## src/shared/bfr_consts.vh

```
// Purpose: constants for the frame check sequence relay block
// Assumes: octet-wide frame streams, check sequence in last four octets
// Notes: definitions only
`ifndef BFR_CONSTS_VH
`define BFR_CONSTS_VH
`define BFR_POLY_REFL 32'hedb88320
`define BFR_CRC_INIT 32'hffffffff
`define BFR_CRC_XOR 32'hffffffff
`define BFR_CRC_RESIDUE 32'hdebb20e3
`define BFR_FCS_OCTETS 3'd4
`define BFR_ST_IDLE 2'd0
`define BFR_ST_BODY 2'd1
`define BFR_ST_TAIL 2'd2
`define BFR_ST_END 2'd3
`endif

```

## src/hdl/bfr_crc_step.v

```verilog
// Purpose: one octet step of the 32-bit frame check remainder
// Assumes: octet bits fed least significant first, reflected register
// Notes: pure combinational
`timescale 1ns/10ps
`include "bfr_consts.vh"
module bfr_crc_step (
  input wire [31:0] crc_in, // Running remainder
  input wire [7:0] data_in, // Next octet
  output wire [31:0] crc_out // Updated remainder
);
  function [31:0] step8;
    input [31:0] c;
    input [7:0] d;
    integer i;
    reg [31:0] r;
    begin
      r = c;
      for (i = 0; i < 8; i = i + 1) begin
        if (r[0] ^ d[i])
          r = (r >> 1) ^ `BFR_POLY_REFL;
        else
          r = r >> 1;
      end
      step8 = r;
    end
  endfunction
  assign crc_out = step8(crc_in, data_in);
endmodule // bfr_crc_step

```

## src/hdl/bfr_crc_acc.v

```verilog
// Purpose: running check accumulator with clear and advance
// Assumes: clear and advance never matter together except clear first
// Notes: preset of all ones inverts the leading 32 bits
`timescale 1ns/10ps
`include "bfr_consts.vh"
module bfr_crc_acc (
  input wire clock, // System clock
  input wire rst_n, // Async reset, active low
  input wire clear, // Start new frame
  input wire advance, // Take one octet
  input wire [7:0] data, // Octet
  output wire [31:0] crc, // Current remainder
  output wire [31:0] next_crc // Remainder including this octet
);
  reg [31:0] crc_q;
  wire [31:0] base;
  assign base = clear ? `BFR_CRC_INIT : crc_q;
  bfr_crc_step u_step (
    .crc_in(base),
    .data_in(data),
    .crc_out(next_crc)
  );
  assign crc = crc_q;
  // Accumulator register
  always @(posedge clock or negedge rst_n) begin
    if (!rst_n)
      crc_q <= 32'hffffffff;
    else if (advance)
      crc_q <= next_crc;
    else if (clear)
      crc_q <= `BFR_CRC_INIT;
  end
endmodule // bfr_crc_acc

```

## src/hdl/bfr_fcs_relay.v

```verilog
// Purpose: check received frames and relay them with a kept or fresh check
// Assumes: octet stream in, frame includes its four check octets, one clock
// Notes: payload octets stream through with four octets of delay
`timescale 1ns/10ps
`include "bfr_consts.vh"
module bfr_fcs_relay (
  input wire clock, // System clock, 40 MHz
  input wire rst_n, // Async reset, active low
  input wire rx_valid, // Received octet valid
  input wire [7:0] rx_data, // Received octet
  input wire rx_last, // Last octet of received frame
  output wire rx_ready, // Block takes octets
  input wire orig_valid, // Original stored octet valid, for re-check
  input wire [7:0] orig_data, // Original stored octet as received
  input wire orig_last, // Last original octet
  input wire regen, // Fresh check wanted (media differ or data changed)
  output reg tx_valid, // Outgoing octet valid
  output reg [7:0] tx_data, // Outgoing octet
  output reg tx_last, // Last outgoing octet
  input wire tx_ready, // Transmit side takes octet
  output reg frame_done, // Frame finished pulse
  output reg frame_good, // Frame passed checks, with frame_done
  output reg frame_drop // Frame must be discarded, with frame_done
);
  reg [1:0] state_q;
  reg [1:0] state_d;
  reg [31:0] dly_q;
  reg [2:0] fill_q;
  reg [2:0] tail_q;
  reg [31:0] fcs_q;
  reg regen_q;
  reg rx_bad_q;
  reg orig_bad_q;
  reg orig_done_q;
  wire take;
  wire [31:0] rx_crc;
  wire [31:0] rx_next;
  wire [31:0] gen_crc;
  wire [31:0] gen_next;
  wire [31:0] chk_next;
  wire rx_start;
  wire orig_start;
  wire gen_adv;
  wire [7:0] out_octet;
  reg orig_first_q;
  reg rx_first_q;

  // Input accepted in idle or body state when output is free
  assign rx_ready = (state_q == `BFR_ST_IDLE || state_q == `BFR_ST_BODY) &&
                    (!tx_valid || tx_ready);
  assign take = rx_valid && rx_ready;
  assign rx_start = take && rx_first_q;
  assign out_octet = dly_q[7:0];
  // Octet leaving the delay line is payload once four are held
  // A full delay line left over from the last frame holds no payload
  assign gen_adv = take && !rx_start && (fill_q == `BFR_FCS_OCTETS);

  bfr_crc_acc u_rx (
    .clock(clock),
    .rst_n(rst_n),
    .clear(rx_start),
    .advance(take),
    .data(rx_data),
    .crc(rx_crc),
    .next_crc(rx_next)
  );

  bfr_crc_acc u_gen (
    .clock(clock),
    .rst_n(rst_n),
    .clear(rx_start),
    .advance(gen_adv),
    .data(out_octet),
    .crc(gen_crc),
    .next_crc(gen_next)
  );

  assign orig_start = orig_valid && orig_first_q;
  bfr_crc_acc u_chk (
    .clock(clock),
    .rst_n(rst_n),
    .clear(orig_start),
    .advance(orig_valid),
    .data(orig_data),
    .crc(),
    .next_crc(chk_next)
  );

  // Frame start tracking
  always @(posedge clock or negedge rst_n) begin
    if (!rst_n) begin
      rx_first_q <= 1'b1;
      orig_first_q <= 1'b1;
    end else begin
      if (take)
        rx_first_q <= rx_last;
      if (orig_valid)
        orig_first_q <= orig_last;
    end
  end

  // Next state
  always @* begin
    state_d = state_q;
    case (state_q)
      `BFR_ST_IDLE: begin
        if (take)
          state_d = rx_last ? `BFR_ST_TAIL : `BFR_ST_BODY;
      end
      `BFR_ST_BODY: begin
        if (take && rx_last)
          state_d = `BFR_ST_TAIL;
      end
      `BFR_ST_TAIL: begin
        if ((!tx_valid || tx_ready) && tail_q == `BFR_FCS_OCTETS)
          state_d = `BFR_ST_END;
      end
      `BFR_ST_END: begin
        if (!tx_valid || tx_ready)
          state_d = `BFR_ST_IDLE;
      end
      default: state_d = `BFR_ST_IDLE;
    endcase
  end

  // Datapath and output registers
  always @(posedge clock or negedge rst_n) begin
    if (!rst_n) begin
      state_q <= `BFR_ST_IDLE;
      dly_q <= 32'h00000000;
      fill_q <= 3'd0;
      tail_q <= 3'd0;
      fcs_q <= 32'h00000000;
      regen_q <= 1'b0;
      rx_bad_q <= 1'b0;
      orig_bad_q <= 1'b0;
      orig_done_q <= 1'b0;
      tx_valid <= 1'b0;
      tx_data <= 8'h00;
      tx_last <= 1'b0;
      frame_done <= 1'b0;
      frame_good <= 1'b0;
      frame_drop <= 1'b0;
    end else begin
      state_q <= state_d;
      frame_done <= 1'b0;
      if (tx_valid && tx_ready)
        tx_valid <= 1'b0;
      // Original re-check result
      if (orig_valid && orig_last) begin
        orig_done_q <= 1'b1;
        orig_bad_q <= (chk_next != `BFR_CRC_RESIDUE);
      end
      if (take) begin
        if (rx_start) begin
          fill_q <= 3'd1;
          regen_q <= regen;
        end else if (fill_q != `BFR_FCS_OCTETS) begin
          fill_q <= fill_q + 3'd1;
        end
        dly_q <= {rx_data, dly_q[31:8]};
        // Payload octet leaves delay line
        if (gen_adv) begin
          tx_valid <= 1'b1;
          tx_data <= out_octet;
          tx_last <= 1'b0;
        end
        if (rx_last) begin
          tail_q <= 3'd0;
          rx_bad_q <= (rx_next != `BFR_CRC_RESIDUE) ||
                      (!rx_start && fill_q < 3'd3) || rx_start;
          fcs_q <= (gen_adv ? gen_next : gen_crc) ^ `BFR_CRC_XOR;
        end
      end
      // Emit the four check octets
      if (state_q == `BFR_ST_TAIL && (!tx_valid || tx_ready) &&
          tail_q != `BFR_FCS_OCTETS) begin
        tx_valid <= 1'b1;
        tx_data <= regen_q ? fcs_q[7:0] : dly_q[7:0];
        tx_last <= (tail_q == 3'd3);
        fcs_q <= {8'h00, fcs_q[31:8]};
        dly_q <= {8'h00, dly_q[31:8]};
        tail_q <= tail_q + 3'd1;
      end
      // Verdict for the frame
      if (state_q == `BFR_ST_END && (!tx_valid || tx_ready)) begin
        frame_done <= 1'b1;
        // fresh check only if original re-verified
        frame_drop <= rx_bad_q || (regen_q && (!orig_done_q || orig_bad_q));
        frame_good <= !(rx_bad_q || (regen_q && (!orig_done_q || orig_bad_q)));
        orig_done_q <= 1'b0;
        orig_bad_q <= 1'b0;
      end
    end
  end
endmodule // bfr_fcs_relay

```

## config.mk

```make
export PLATFORM = sky130hd
export DESIGN_NAME = bfr_fcs_relay
export DESIGN_NICKNAME = d
export VERILOG_FILES = /design/src/hdl/bfr_crc_step.v /design/src/hdl/bfr_crc_acc.v /design/src/hdl/bfr_fcs_relay.v
export VERILOG_INCLUDE_DIRS = /design/src /design/src/shared
export SDC_FILE = /design/constraint.sdc
export NUM_CORES = 1
export LEC_CHECK = 0
export ABC_AREA = 1
export BUFFER_PORTS_ARGS = -buffer_cell sky130_fd_sc_hd__buf_2
export CAP_MARGIN = 15
export CORE_ASPECT_RATIO = 1.5
export CORE_MARGIN = 2
export CORE_UTILIZATION = 45
export CTS_CLUSTER_SIZE = 40
export DETAILED_ROUTE_END_ITERATION = 8
export GPL_TIMING_DRIVEN = 0
export PLACE_DENSITY = 0.61
export SETUP_SLACK_MARGIN = 0.3
export SLEW_MARGIN = 20
export SYNTH_ARGS = -nofsm -noshare
export SYNTH_HDL_FRONTEND = slang
export SYNTH_SLANG_ARGS = --single-unit
```

## constraint.sdc

```tcl
create_clock -name clock -period 4.97 [get_ports clock]
set_clock_uncertainty 0.15 [all_clocks]
set_input_delay 0.497 -clock clock [delete_from_list [all_inputs] [get_ports clock]]
set_output_delay 0.497 -clock clock [all_outputs]
set_load 0.02 [all_outputs]
```

* Word level (Yosys, flattened, before mapping)
Cells that the tools add are included.
W data, S select, Z words.
** Cells by class
- Add/subtract/negate cells :: 2
- Order comparisons :: 1
- Equal/unequal tests :: 14
- Multiplexer cells :: 63
- Bitwise logic cells :: 49
- Reductions and logical operators :: 37
** Operator list (number)
- $mux W32 :: 36
- $not A13 Y14 :: 24
- $ne A32 B32 Y1 const B :: 2
- $mux W8 :: 4
- $not A32 Y32 :: 1
- $xor A1 B1 Y1 :: 24
- $logic_and A1 B1 Y1 :: 15
- $mux W3 :: 5
- $mux W1 :: 12
- $mux W2 :: 5
- $reduce_and A2 Y1 :: 5
- $reduce_bool A2 Y1 :: 5
- $pmux W2 S4 :: 1
- $add A3 B1 Y3 const B :: 2
- $eq A3 B3 Y1 const B :: 2
- $logic_or A1 B1 Y1 :: 6
- $ne A2 B2 Y1 const B :: 3
- $ne A3 B3 Y1 const B :: 2
- $eq A2 B2 Y1 const B :: 2
- $logic_not A1 Y1 :: 4
- $reduce_and A4 Y1 :: 1
- $eq A3 B2 Y1 const B :: 1
- $lt A3 B2 Y1 const B :: 1
- $eq A2 B1 Y1 const B :: 1
- other kinds (2) :: 2
** Word-level totals
- Register bits after elaboration :: 187
- Input bits :: 24
- Output and inout bits :: 14

* Longest topological paths before layout
- Depth after elaboration :: 27
- Depth in mapped cells :: 21
- Depth with buffers taken out :: 20

* By module
From an unflattened synthesis, not the netlist that was laid out.
** Unflattened totals
- Cells, all modules :: 1882
- Area, all modules :: 13526.7 sq um
** Modules (own cells, without submodules)
- bfr_fcs_relay :: instances 1, cells each 670, area each 4818.4 sq um, sequential area each 2279.7 sq um
- bfr_crc_acc :: instances 3, cells each 175, area each 1575.3 sq um, sequential area each 840.8 sq um
- bfr_crc_step :: instances 3, cells each 229, area each 1327.5 sq um, sequential area each 0.0 sq um

* Least setup slack after synthesis
Ideal clock, no wire load.
- Path kind :: reg-to-reg
- Start point :: register state_q[1]
- End point :: register rx_bad_q
- Setup time :: 122 ps
- Arrival :: 2362 ps
- Data required time :: 4698 ps
- Path slack :: 2337 ps
- Cell stages (with the launch flop) :: 21
- Cell sequence :: dfrtp_1 > inv_1 > ha_1 > inv_1 > nand2_2 > nand4_4 > buf_6 > nand3_1 > nand2_2 > nand2_2 > inv_2 > nor2_4 > ha_1 > nor3b_1 > nand3_1 > nor2_1 > nand3_1 > nor2_1 > nand2_1 > nor2_1 > a21oi_1
** On the way
- Cells in the longest elaborated chain, start to end :: 23
- Elaborated cells on any way between the ends :: 37
- Those cells by class :: eq/ne (2); mux (9); bitwise (16); reduce/logical (10)
** RTL lines
- start, declared :: RTL line bfr_fcs_relay.v:25 : reg [1:0] state_q;
- start signal, assigned :: RTL line bfr_fcs_relay.v:129 : state_q <= `BFR_ST_IDLE;
- start signal, assigned :: RTL line bfr_fcs_relay.v:145 : state_q <= state_d;
- $eq A2 B1 Y1 or $logic_not A2 Y1 (tied branches)
- $logic_or A1 B1 Y1 (no source line) (*)
- $logic_and A1 B1 Y1 (*) :: RTL line bfr_fcs_relay.v:49 : assign rx_ready = (state_q == `BFR_ST_IDLE || state_q == `BFR_ST_BODY) &&
- $logic_and A1 B1 Y1 (*) :: RTL line bfr_fcs_relay.v:51 : assign take = rx_valid && rx_ready;
- $logic_and A1 B1 Y1 :: RTL line bfr_fcs_relay.v:52 : assign rx_start = take && rx_first_q;
- $mux W32
- $xor A1 B1 Y1 or $not A13 Y14 (tied branches)
- $mux W32 :: RTL line bfr_crc_step.v:19 : if (r[0] ^ d[i])
- [... 6 more ...]
- $not A13 Y14 (no source line) or $mux W32 (tied branches)
- $mux W32 or $not A13 Y14 (tied branches)
- $not A13 Y14 (no source line) or $mux W32 (tied branches)
- $mux W32 :: RTL line bfr_crc_step.v:19
- $not A13 Y14 (no source line)
- $mux W32 :: RTL line bfr_crc_step.v:19
- $ne A32 B32 Y1 (no source line)
- $logic_or A1 B1 Y1 (2 in a row) :: RTL line bfr_fcs_relay.v:170 : rx_bad_q <= (rx_next != `BFR_CRC_RESIDUE) ||
- end signal, assigned :: RTL line bfr_fcs_relay.v:170
- end, declared :: RTL line bfr_fcs_relay.v:32 : reg rx_bad_q;
Mark *: on every way between the ends. The rest lies on a longest branch, timed or not.
A chain may end at the register's enable or synchronous reset.

* Worst setup path after layout
Same ends and word-level chain as after synthesis.

==> metrics.csv <==
metric;value;unit
crit path cell chain;inv_1 -> ha_1 -> inv_1 -> nand2_2 -> nand4_4 -> buf_6 -> buf_4 -> nand3_1 -> nand2_1 -> nand2_1 -> nand2_1 -> nand2_1 -> nand2_1 -> nand3_1 -> nand2_1 -> nand2_1 -> nor2_1 -> nand2_1 -> nor2_1 -> a21oi_1;
drt total wl;37300;um
Die Area;28300;um^2
RSZ-0062 raised after global routing;false;
Iter 0 DRT Violations;777;
H-tree Lvls;4;
Synth top area share;21.3;%
DRT antenna net count;0;
CTS Buf Count;17;
status;completed;
final RePlAce weighted congestion;0.927;
asr flop ratio synth;100;%
Sink Count;187;
I/O Buffers;36;
classification of the worst setup path;reg -> reg;
Worst-Margin Slew;1.03;ns
Starting Density;45.7;%
largest net degree at the start of global routing;93;
Die H;205;um
share of post-route cells with drive strength above 1;17.1;%
CP max stage delay;0.38;ns
overall power;11.3;mW
area leader, netlist;dfstp_2;
TritonRoute pass-1 iters;6;
Final Hold Viols;0;
Hold Crit Class;in -> reg;
syn_nets;1648;
post-synthesis cell type count;55;
IO Count;38;
Area Growth Syn to Fin;10.7;%
leakage power;6.61;nW
most used cell, CP;nand2_1;
Post-synth EDFFs;0;
setup bufs post-CTS;0;
Critical Path RT;5.15;ns
hold slack;0.150;ns
main flop type after synthesis;dfstp_2;
Synth Register Bits;187;
vias in the first global route;10600;
Clock Pin Slew Worst Setup and Hold Paths;0.07;ns
Post-layout nets;1706;
crit path capture type;flip-flop;
combinational share of power;62.4;%
Synth Instances;1612;
dpl hpwl;27500;um
via count;10900;
top cells by area, synth;dfstp_2 21%, dfrtp_1 18%, nand2_1 15%;
FMAX;285;MHz
DR WL/cell;18.5;um
internal power;5.57;mW
crit-path max FO;10;
core area;26500;um^2
Worst setup SP type;flip-flop;
power density cells;842;nW/um^2
switching power;5.71;mW
Clock Tree Root;clkbuf_16;
first-pass GRT wire length;58100;um
Mean Syn Cell Area;7.51;um^2
grt total ovfl;0;
MaxCap Viol Count;0;
sequential-to-total area share from yosys stat;39.7;%
drt drc;0;
synthesized area;12100;um^2
Clk pwr share;13.1;%
Critical Path AT;3.68;ns
final period utilization;70.5;%
initial antenna violation count;0;
die width;138;um
relative slew slack;31.0;%
Final Max Slew Viols;0;
peak supply drop;0.408;mV
Skew-Pair Late Insertion Delay;0.46;ns
switching share of total power;50.7;%
Vias/cell;5.38;
Fillers;2651;
GRT Util Overall;27.5;%
CTS tree;built;
CP max stage cell;dfrtp_1;
CP Buf/Inv Count;4;
clk buf depth;2;
Crit path max-delay family;simple AND/OR/NAND/NOR gates;
Ant. Diodes;0;
min cycle time layout;3.51;ns
setup TNS;0;ns
YS warnings;0;
power share of the sequential group;24.5;%
final setup fails;0;
row count;73;
-- worst paths after layout --
kind | slack [ns] | depth (start not counted) | start | end
min in group asynchronous | 0.30 | 2 | rst_n | fcs_q[26]$_DFFE_PN0P_
hold reg to reg | 0.33 | 2 | tx_data[6]$_DFFE_PN0P_ | tx_data[6]$_DFFE_PN0P_
hold / removal | 0.15 | 3 | regen | regen_q$_DFFE_PN0P_
setup / recovery | 1.46 | 20 | state_q[1]$_DFFE_PN0P_ | rx_bad_q$_DFFE_PN0P_
setup reg to reg | 1.46 | 20 | state_q[1]$_DFFE_PN0P_ | rx_bad_q$_DFFE_PN0P_
max in group asynchronous | 3.61 | 3 | rst_n | u_rx.crc[6]$_DFF_PN1_
-- flip-flops by register name, summed over array words and instances, names as in the netlist --
name / count
tx_valid: 1
tx_last: 1
dly_q: 32
tail_q: 3
u_gen.crc: 32
fill_q: 3
state_q: 2
regen_q: 1
tx_data: 8
rx_first_q: 1
frame_drop: 1
frame_done: 1
orig_first_q: 1
orig_done_q: 1
u_chk.crc: 32
fcs_q: 32
frame_good: 1
orig_bad_q: 1
rx_bad_q: 1
u_rx.crc: 32
-- worst reg2reg max path, delay by kind of cell (launching register included) --
kind                     cells  cell delay (ns)
AND/OR/NAND/NOR             14             1.97
adder cells (fa/ha/maj)      1             0.18
buffers and inverters        4             0.58
AO/OA/AOI/OAI                1             0.11
flip-flops                   1             0.38
-- cells by family after synthesis --
group	synth area share (%)
buf+inv	7.22
compound gates	10.1
simple gates	30.8
xor+xnor	9.85
fa+ha+maj	1.24
mux	1.12
flops	39.7
-- layer usage --
layer	up-vias	global-route usage [%]	wire, um
li1	5232	-	-
met3	124	4.78	1470
met4	0	15.1	2180
met1	5190	30.5	14500
met2	317	49.1	19200
met5	-	0	0
-- final cells by class --
cell class / count / area (um^2) / area share, %
Tap cell: 337 / 422 / 3.15
Multi-Input combinational cell: 1212 / 6430 / 48.0
Clock inverter: 12 / 174 / 1.30
Sequential cell: 187 / 4800 / 35.8
Clock buffer: 20 / 447 / 3.33
Buffer: 56 / 284 / 2.12
Inverter: 157 / 589 / 4.40
Timing Repair Buffer: 39 / 255 / 1.90
-- through the flow --
step	worst slack, ns	cell area (um^2)	util [%]	cells
global route	1.28	13400	50.6	2020
CTS	1.51	13400	50.6	2020
finish	1.46	13400	50.6	2020
global placement	0.0469	12700	48.0	1985
detailed placement	1.52	12800	48.2	1987
floorplan	2.34	12100	-	1612
-- Yosys cell counts, types with 17 or more instances --
cell type  count
nand2_1      497
inv_1        148
nor2_1       130
o21ai_0      120
nand3_1      115
dfstp_2       98
dfrtp_1       89
xor2_1        80
a21oi_1       50
clkbuf_1      36
nand2_2       28
xnor2_1       25
or2_2         21
nand2_4       17
-- cell usage in the layout, fill, tap and decap left out, types with 4 or more instances in the layout --
cell type and count:
nand3_1 115, clkbuf_1 38, buf_1 6, dfrtp_1 89
xnor2_1 25, clkbuf_16 17, buf_2 39, a21oi_1 50
inv_1 148, o21a_1 6, dfstp_2 98, o22ai_1 5
bufinv_16 4, or2_2 21, clkinvlp_4 4, xor2_1 80
a211oi_1 10, or2_1 8, nand2_1 497, buf_4 4
inv_2 7, buf_6 5, o21ai_0 120, nand2_2 28
nand3b_1 11, nor2_1 130, nand2_4 17, a31oi_1 6
nand4_1 9, mux2_2 12, o31ai_1 6, xor2_2 9
ha_1 12
-- power by group through the flow --
stage / Clock (mW) / Sequential (mW) / Combinational [mW]
5_1_grt: 1.56 / 2.84 / 7.79
3_5_place_dp: 0 / 2.78 / 6.95
3_3_place_gp: 0 / 2.76 / 6.85
6_report: 1.48 / 2.76 / 7.04
2_1_floorplan: 0 / 2.73 / 5.11
4_1_cts: 1.51 / 2.76 / 6.98
-- what timing repair did --
item	CTS	global route
hold buffers	1	0
endpoints found under the hold margin	16	0
resized for setup	0	0
No activity file was read; power rests on OpenSTA's default activity.
